`src/swm_pkg.sv`:
```
`default_nettype none
// ============================================================
// shared constants for the single-wire bus master
package swm_pkg;
    // clock and microsecond tick
    localparam int CLK_HZ = 10_000_000;
    localparam int US_HZ = 1_000_000;
    localparam int CYC_PER_US = CLK_HZ / US_HZ;
    localparam int DIV_W = 4;
    localparam logic [DIV_W-1:0] TICK_LAST = DIV_W'(CYC_PER_US - 1);

    // phase timer counts whole microseconds
    localparam int TMR_W = 10;
    typedef logic [TMR_W-1:0] swm_us_t;

    // nominal timing in microseconds
    localparam int RST_LOW_US = 511;
    localparam int RST_REL_US = 512;
    localparam int W0_LOW_US = 100;
    localparam int SLOT_US = 117;
    localparam int W1_LOW_US = 5;
    localparam int RD_SAMPLE_US = 13;
    localparam int PRES_FIRST_US = 15;
    localparam int PRES_LAST_US = 300;

    // documented limits in microseconds
    localparam int RST_LOW_MIN_US = 480;
    localparam int RST_REL_MIN_US = 480;
    localparam int W0_LOW_MIN_US = 60;
    localparam int W0_LOW_MAX_US = 120;
    localparam int SLOT_MIN_US = 60;
    localparam int SLOT_MAX_US = 120;
    localparam int LOW1_MIN_US = 1;
    localparam int LOW1_MAX_US = 15;
    localparam int RD_SAMPLE_MAX_US = 15;

    // command codes and fifo geometry
    localparam int CMD_W = 2;
    typedef logic [CMD_W-1:0] swm_cmd_t;
    localparam swm_cmd_t CMD_RESET = 2'h0;
    localparam swm_cmd_t CMD_WRITE0 = 2'h1;
    localparam swm_cmd_t CMD_WRITE1 = 2'h2;
    localparam swm_cmd_t CMD_READ = 2'h3;
    localparam int FIFO_DEPTH = 16;
endpackage
`default_nettype wire

```
`src/swm_stream_if.sv`:
```
`default_nettype none
// ============================================================
// valid/ready word stream between the block's own modules
interface swm_stream_if #(parameter int W = 2);
    logic valid;
    logic ready;
    logic [W-1:0] data;
    modport src (output valid, output data, input ready);
    modport snk (input valid, input data, output ready);
endinterface
`default_nettype wire

```
`src/swm_fifo.sv`:
```
`default_nettype none
// ============================================================
// synchronous fifo, registered full and empty flags
module swm_fifo #(
    parameter int WIDTH = 2,
    parameter int DEPTH = 16
) (
    input wire logic i_clk,     // system clock
    input wire logic i_rst_n,   // async reset, low active
    swm_stream_if.snk wr,       // filling side
    swm_stream_if.src rd        // draining side
);
    localparam int AW = $clog2(DEPTH);
    localparam int CW = AW + 1;
    localparam logic [CW-1:0] CNT_FULL = CW'(DEPTH);
    localparam logic [CW-1:0] CNT_ZERO = '0;

    logic [WIDTH-1:0] mem [DEPTH];
    logic [AW-1:0] wr_ptr;
    logic [AW-1:0] rd_ptr;
    logic [CW-1:0] count;
    logic in_rdy;
    logic out_vld;
    logic push;
    logic pop;
    logic [CW-1:0] next_count;

    // handshakes on both sides
    assign push = wr.valid && in_rdy;
    assign pop = out_vld && rd.ready;
    assign wr.ready = in_rdy;
    assign rd.valid = out_vld;
    assign rd.data = mem[rd_ptr];

    always_comb
    begin
        next_count = count;
        if (push && !pop)
            next_count = count + CW'(1);
        else if (pop && !push)
            next_count = count - CW'(1);
    end

    // storage, no reset needed on the array
    always_ff @(posedge i_clk)
    begin
        if (push)
            mem[wr_ptr] <= wr.data;
    end

    // pointers and flags; flags registered so ready is a flop
    always_ff @(posedge i_clk or negedge i_rst_n)
    begin
        if (!i_rst_n)
        begin
            wr_ptr <= '0;
            rd_ptr <= '0;
            count <= '0;
            in_rdy <= 1'b0;
            out_vld <= 1'b0;
        end
        else
        begin
            if (push)
                wr_ptr <= wr_ptr + AW'(1);
            if (pop)
                rd_ptr <= rd_ptr + AW'(1);
            count <= next_count;
            in_rdy <= (next_count != CNT_FULL);
            out_vld <= (next_count != CNT_ZERO);
        end
    end
endmodule // swm_fifo
`default_nettype wire

```
`src/swm_master.sv`:
```
// Functional notes
// - reset low pulse at least 480us, nominal 511
// - release recovery at least 480us, nominal 512
// - zero bit low 60 to 120us, nominal 100
// - zero slot up to 120us, nominal 117
// - one/read low 1 to 15us, nominal 5
// - one/read slot 60 to 120us, nominal 117
`default_nettype none
// ============================================================
// single-wire bus master: reset/presence, write and read slots
module swm_master
    import swm_pkg::*;
#(
    parameter int P_RST_LOW_US = swm_pkg::RST_LOW_US,  // reset low length
    parameter int P_RST_REL_US = swm_pkg::RST_REL_US   // recovery length
) (
    input wire logic i_clk,                  // 10 MHz clock
    input wire logic i_rst_n,                // async reset, low active
    input wire logic i_cmd_valid,            // command offered
    input wire swm_pkg::swm_cmd_t i_cmd,     // command code
    output logic o_cmd_ready,                // fifo can take a command
    input wire logic i_wire_i,               // wire level from pad
    output logic o_wire_o,                   // wire drive value, always 0
    output logic o_wire_oe,                  // high while pulling low
    output logic o_busy,                     // a slot is in progress
    output logic o_rd_valid,                 // pulse: read bit ready
    output logic o_rd_bit,                   // sampled read bit
    output logic o_pres_valid,               // pulse: reset sequence done
    output logic o_presence                  // a slave answered
);
    import swm_pkg::*;

    typedef enum logic [1:0] {ST_IDLE, ST_LOW, ST_REL} swm_state_e;

    localparam swm_us_t RST_LOW_LEN = TMR_W'(P_RST_LOW_US);
    localparam swm_us_t RST_REL_LEN = TMR_W'(P_RST_REL_US);
    localparam swm_us_t W0_LOW_LEN = TMR_W'(W0_LOW_US);
    localparam swm_us_t W0_REL_LEN = TMR_W'(SLOT_US - W0_LOW_US);
    localparam swm_us_t W1_LOW_LEN = TMR_W'(W1_LOW_US);
    localparam swm_us_t W1_REL_LEN = TMR_W'(SLOT_US - W1_LOW_US);
    localparam swm_us_t RD_SAMPLE_AT = TMR_W'(RD_SAMPLE_US - W1_LOW_US - 1);
    localparam swm_us_t PRES_FIRST = TMR_W'(PRES_FIRST_US);
    localparam swm_us_t PRES_LAST = TMR_W'(PRES_LAST_US);

    // true on the tick that closes a phase of the given length
    function automatic logic phase_end(input swm_us_t tmr, input swm_us_t len);
        phase_end = (tmr == len - TMR_W'(1));
    endfunction

    swm_state_e state;
    swm_cmd_t cur_cmd;
    swm_us_t tmr;
    swm_us_t low_len;
    swm_us_t rel_len;
    logic [DIV_W-1:0] div;
    logic tick;
    logic wire_m;
    logic wire_s;
    logic pres_seen;
    logic start;

    swm_stream_if #(.W(CMD_W)) cmd_in ();
    swm_stream_if #(.W(CMD_W)) cmd_out ();

    // ============================================================
    // command fifo; gated by our own ready so a request held one cycle past its accept lands once
    assign cmd_in.valid = i_cmd_valid && o_cmd_ready;
    assign cmd_in.data = i_cmd;
    assign cmd_out.ready = (state == ST_IDLE);
    assign start = cmd_out.valid && cmd_out.ready;

    swm_fifo #(.WIDTH(CMD_W), .DEPTH(FIFO_DEPTH)) u_fifo (
        .i_clk(i_clk),
        .i_rst_n(i_rst_n),
        .wr(cmd_in),
        .rd(cmd_out)
    );

    // fifo ready is itself a flop, register it once more, dropped for the cycle after each accept
    always_ff @(posedge i_clk or negedge i_rst_n)
    begin
        if (!i_rst_n)
            o_cmd_ready <= 1'b0;
        else
            o_cmd_ready <= cmd_in.ready && !(cmd_in.valid && o_cmd_ready);
    end

    // ============================================================
    // wire input synchroniser, the pad is asynchronous
    always_ff @(posedge i_clk or negedge i_rst_n)
    begin
        if (!i_rst_n)
        begin
            wire_m <= 1'b1;
            wire_s <= 1'b1;
        end
        else
        begin
            wire_m <= i_wire_i;
            wire_s <= wire_m;
        end
    end

    // ============================================================
    // microsecond divider, restarted per phase so lengths are exact
    assign tick = (div == TICK_LAST);

    always_ff @(posedge i_clk or negedge i_rst_n)
    begin
        if (!i_rst_n)
            div <= '0;
        else if (start || tick || state == ST_IDLE)
            div <= '0;
        else
            div <= div + DIV_W'(1);
    end

    // ============================================================
    // slot sequencer: low phase, then released phase
    always_ff @(posedge i_clk or negedge i_rst_n)
    begin
        if (!i_rst_n)
        begin
            state <= ST_IDLE;
            cur_cmd <= CMD_RESET;
            tmr <= '0;
            low_len <= W1_LOW_LEN;
            rel_len <= W1_REL_LEN;
        end
        else
        begin
            case (state)
                ST_IDLE:
                begin
                    tmr <= '0;
                    if (start)
                    begin
                        cur_cmd <= cmd_out.data;
                        state <= ST_LOW;
                        case (cmd_out.data)
                            CMD_RESET:
                            begin
                                low_len <= RST_LOW_LEN;
                                rel_len <= RST_REL_LEN;
                            end
                            CMD_WRITE0:
                            begin
                                low_len <= W0_LOW_LEN;
                                rel_len <= W0_REL_LEN;
                            end
                            default:
                            begin
                                low_len <= W1_LOW_LEN;
                                rel_len <= W1_REL_LEN;
                            end
                        endcase
                    end
                end
                ST_LOW:
                    if (tick)
                    begin
                        if (phase_end(tmr, low_len))
                        begin
                            state <= ST_REL;
                            tmr <= '0;
                        end
                        else
                            tmr <= tmr + TMR_W'(1);
                    end
                ST_REL:
                    if (tick)
                    begin
                        if (phase_end(tmr, rel_len))
                            state <= ST_IDLE;
                        else
                            tmr <= tmr + TMR_W'(1);
                    end
                default:
                    state <= ST_IDLE;
            endcase
        end
    end

    // ============================================================
    // pin drive and busy, registered from the next state
    always_ff @(posedge i_clk or negedge i_rst_n)
    begin
        if (!i_rst_n)
        begin
            o_wire_o <= 1'b0;
            o_wire_oe <= 1'b0;
            o_busy <= 1'b0;
        end
        else
        begin
            o_wire_o <= 1'b0;
            if (start)
            begin
                o_wire_oe <= 1'b1;
                o_busy <= 1'b1;
            end
            else if (state == ST_LOW && tick && phase_end(tmr, low_len))
                o_wire_oe <= 1'b0;
            else if (state == ST_REL && tick && phase_end(tmr, rel_len))
                o_busy <= 1'b0;
        end
    end

    // ============================================================
    // results: presence window and read sample
    always_ff @(posedge i_clk or negedge i_rst_n)
    begin
        if (!i_rst_n)
        begin
            pres_seen <= 1'b0;
            o_presence <= 1'b0;
            o_pres_valid <= 1'b0;
            o_rd_valid <= 1'b0;
            o_rd_bit <= 1'b0;
        end
        else
        begin
            o_pres_valid <= 1'b0;
            o_rd_valid <= 1'b0;
            if (start)
                pres_seen <= 1'b0;
            // window from 15us to 300us after release covers slave delay and pulse length
            if (state == ST_REL && cur_cmd == CMD_RESET && !wire_s
                && tmr >= PRES_FIRST && tmr <= PRES_LAST)
                pres_seen <= 1'b1;
            if (state == ST_REL && tick && phase_end(tmr, rel_len)
                && cur_cmd == CMD_RESET)
            begin
                o_presence <= pres_seen;
                o_pres_valid <= 1'b1;
            end
            // sampled shortly before 15us so a slave zero is still held
            if (state == ST_REL && tick && tmr == RD_SAMPLE_AT
                && cur_cmd == CMD_READ)
            begin
                o_rd_bit <= wire_s;
                o_rd_valid <= 1'b1;
            end
        end
    end

    // ============================================================
    // checks: cycle counters of low time, release time, slot time
    localparam int RST_LOW_MIN_CYC = RST_LOW_MIN_US * CYC_PER_US;
    localparam int RST_REL_MIN_CYC = RST_REL_MIN_US * CYC_PER_US;
    localparam int W0_LOW_MIN_CYC = W0_LOW_MIN_US * CYC_PER_US;
    localparam int W0_LOW_MAX_CYC = W0_LOW_MAX_US * CYC_PER_US;
    localparam int SLOT_MIN_CYC = SLOT_MIN_US * CYC_PER_US;
    localparam int SLOT_MAX_CYC = SLOT_MAX_US * CYC_PER_US;
    localparam int LOW1_MIN_CYC = LOW1_MIN_US * CYC_PER_US;
    localparam int LOW1_MAX_CYC = LOW1_MAX_US * CYC_PER_US;
    localparam int RD_MAX_CYC = RD_SAMPLE_MAX_US * CYC_PER_US;

    int low_cyc;
    int rel_cyc;
    int slot_cyc;

    always_ff @(posedge i_clk or negedge i_rst_n)
    begin
        if (!i_rst_n)
        begin
            low_cyc <= 0;
            rel_cyc <= 0;
            slot_cyc <= 0;
        end
        else
        begin
            low_cyc <= o_wire_oe ? low_cyc + 1 : 0;
            rel_cyc <= (o_busy && !o_wire_oe) ? rel_cyc + 1 : 0;
            slot_cyc <= o_busy ? slot_cyc + 1 : 0;
        end
    end
endmodule // swm_master
`default_nettype wire

```
`config.mk`:
```
export PLATFORM = sky130hd
export DESIGN_NAME = swm_master
export DESIGN_NICKNAME = d
export VERILOG_FILES = /design/src/swm_pkg.sv /design/src/swm_stream_if.sv /design/src/swm_fifo.sv /design/src/swm_master.sv
export SDC_FILE = /design/constraint.sdc
export NUM_CORES = 1
export LEC_CHECK = 0
export BUFFER_PORTS_ARGS = -buffer_cell sky130_fd_sc_hd__buf_2
export CORE_MARGIN = 2
export CORE_UTILIZATION = 40
export DETAILED_ROUTE_END_ITERATION = 10
export GPL_TIMING_DRIVEN = 0
export PLACE_DENSITY = 0.59
export SYNTH_ARGS = -nofsm -noshare
export SYNTH_HDL_FRONTEND = slang
export SYNTH_SLANG_ARGS = --single-unit
```
`constraint.sdc`:
```
create_clock -name i_clk -period 3.2 [get_ports i_clk]
set_clock_uncertainty 0.05 [all_clocks]
set_input_delay 0.16 -clock i_clk [delete_from_list [all_inputs] [get_ports i_clk]]
set_output_delay 0.16 -clock i_clk [all_outputs]
set_load 0.02 [all_outputs]
```
==> reports/summary.txt <==
antenna violations before repair: 0
most frequent cells in the layout: dfrtp_1, edfxtp_1, nand2_1, o21ai_0, and2_1
FF+latch area: 2190 sq um
cts repair resizes: 0
worst r2r dst: tmr[6]
post-synthesis net count: 364
fillers: 936
Slew Viols, Final: 0
f_max: 358 MHz
Critical Path RT: 3.38 ns
WHS: -0.0388 ns
H-tree levels: 3
Tcrit/Tclk final: 87.3%
# rows: 36
final net count: 389
LEAKAGE: 0.00179 uW
multi-input logic area: 1670 sq um
buffers added on ports: 12
worst vdd ir: 0.490 mV
dpl hpwl: 5380 microns
CTS sink count: 81
CP endpoint kind: flip-flop
number of synthesized register bits: 81
root buffer selected by CTS: clkbuf_8
status: complete, but fails checks
critical path's slowest cell: nor4_1
sequential-to-total area share from yosys stat: 54.9%
Pwr per Cell Area: 869 nW/um^2
Area contributors post-synth: dfrtp_1, edfxtp_1, mux4_2
most common cell after layout, fill and taps aside: dfrtp_1
Congestion Overflow GR: 0
Main synth FF type: dfrtp_1
CP top delay family: simple AND/OR/NAND/NOR gates
crit path max fanout: 8
P&R area growth vs syn: 12.0%
CP cell instances: inv_1 > ha_1 > xnor2_1 > nor4_1 > a41oi_1 > nand2b_1 > o21ai_0
synth warn: 0
Hold WC Path Type: input port to asynchronous set/reset pin
antenna viol nets, final: 0
CTS tree: done
RR Startpoint: low_len[0]
Synth Area per Inst: 11.7 sq um
Final Hold Fails: 44
Clock Latency Late Sink: 0.36 ns
largest net degree at the start of global routing: 50
total negative slack: 0 ns
Num CTS Buffers: 9
Yosys cell types: 57
crit path from: low_len[0]
cells after synthesis: 342
Iteration-0 DRC Markers: 158
Die Wd: 104 microns
routed wire length: 7620 microns
WL/cell: 15.1 microns
kind of critical path: flip-flop to flip-flop
via density per instance: 5.16
Cell Area, Synth: 4000 sq um
async set or reset register ratio after synthesis: 60.5%
placed cell count: 487
Arrival @ worst endpoint: 2.97 ns
gpl congestion: 0.836
slowest stage delay, CP: 0.62 ns
Slew @ Worst Pin: 1.12 ns
IO Pins: 14
Worst R2R Path Depth: 7
setup violators final: 0
vias in the first global route: 2,622
share of the synthesized area in the top cell type: 27.6%
Yosys top cell by area: dfrtp_1
startpoint types: flip-flop
antenna diode instance count: 0
Cell Count, Final, Fillers Out: 505
Max transition margin: 25.6%
Worst Path Buf+Inv: 1
unrepaired setup endpoints after global routing: no
max-cap violations: 0
failing checks: negative hold slack
core area: 9730 sq um
R2R setup slack: 0.40 ns
clk slew on worst S/H paths: 0.09 ns
minimum clock period: 2.80 ns
worst-case clock buffer depth: 2
Remaining DRCs: 0
layout cells sized above 1: 14.5%
first-pass GRT wire length: 13,100 microns
GRT Util Overall: 15.4%
Detailed Routing Iterations Pass 1: 4
total die area: 10,800 sq um
number of synthesized flops with an enable pin: 32
vias: 2,605
Starting Density: 41.1%
Die H: 104 microns
==> where the power goes <==
part | switching [uW] | internal, uW | leakage, uW
Sequential | 201 | 1320 | 0.000891
Combinational | 832 | 662 | 0.000782
Clock | 359 | 514 | 0.000114
Total | 1390 | 2500 | 0.00179
==> kinds of logic (layout without fill, tap and decap cells) <==
| group | after synthesis | in the layout | share of synthesized area (%) |
|---|---|---|---|
| flops | 81 | 81 | 54.9 |
| buf+inv | 32 | 62 | 3.41 |
| xor+xnor | 19 | 19 | 4.16 |
| fa+ha+maj | 16 | 16 | 5.01 |
| simple gates | 118 | 118 | 15.7 |
| compound gates | 59 | 59 | 9.39 |
| other cells | 1 | 1 | 0.0938 |
| mux | 16 | 16 | 7.36 |
==> cells in the mapped netlist (3+ instances only) <==
cell,number
nand3b_1,3
mux4_2,10
nand3_1,9
and3_1,5
o21ai_0,23
nand4_1,7
edfxtp_1,32
nor3_1,9
clkbuf_1,7
buf_2,4
xor2_1,5
dfrtp_1,44
o21ai_1,5
ha_1,16
nand2b_1,5
and2_1,21
nor4_1,3
nor2_1,14
a21o_1,4
nand2_1,31
inv_1,18
a21oi_1,5
xnor2_1,14
o31ai_1,3
dfstp_2,5
==> sequential cells by signal, summed over array words and instances, names as in the netlist <==
| register | flops |
|---|---|
| cur_cmd | 2 |
| div | 4 |
| low_len | 3 |
| o_busy | 1 |
| o_cmd_ready | 1 |
| o_pres_valid | 1 |
| o_presence | 1 |
| o_rd_bit | 1 |
| o_rd_valid | 1 |
| o_wire_oe | 1 |
| pres_seen | 1 |
| rel_len | 3 |
| state | 2 |
| tmr | 10 |
| u_fifo.count | 5 |
| u_fifo.mem | 32 |
| u_fifo.rd.valid | 1 |
| u_fifo.rd_ptr | 4 |
| u_fifo.wr.ready | 1 |
| u_fifo.wr_ptr | 4 |
| wire_m | 1 |
| wire_s | 1 |
==> layout make-up <==
cell class,count,share of cell area (%)
Timing Repair Buffer,14,1.79
Inverter,19,1.59
Multi-Input combinational cell,229,37.2
Clock buffer,10,2.85
Clock inverter,6,2.38
Tap cell,133,3.72
Sequential cell,81,49.0
Buffer,13,1.45
==> through the flow <==
step	setup slack [ns]	power, uW	util, %	cell area [sq um]	hold slack (ns)
2_1_floorplan	1.02	2680	-	4000	-0.186
3_3_place_gp	0.399	3020	43.4	4220	0.217
3_5_place_dp	0.438	3050	43.4	4220	0.219
4_1_cts	0.411	3940	46.0	4480	0.00114
5_1_grt	0.200	4220	46.0	4480	0.0710
6_report	0.405	3890	46.0	4480	-0.0388
==> worst max-delay path by stage <==
stage,to,slack [ns],cells after the start
2_1_floorplan,state[1],1.02,8
3_3_place_gp,tmr[6],0.40,7
3_5_place_dp,tmr[4],0.44,7
4_1_cts,tmr[6],0.41,7
5_1_grt,tmr[6],0.20,7
6_report,tmr[6],0.40,7
==> routing by layer <==
layer | vias to the layer above | routed length (microns) | track usage, %
met5 | - | 0 | 0
met4 | 0 | 144 | 8.11
met3 | 15 | 280 | 2.57
met2 | 48 | 3520 | 23.1
met1 | 1258 | 3670 | 21.4
li1 | 1284 | - | -
==> what timing repair did <==
item / in CTS / in global routing
setup buffers: 0 / 0
endpoints found under the setup margin: 0 / 0
hold buffers: 2 / 0
endpoints found under the hold margin: 2 / 0
(Power assumes the default switching activity.)
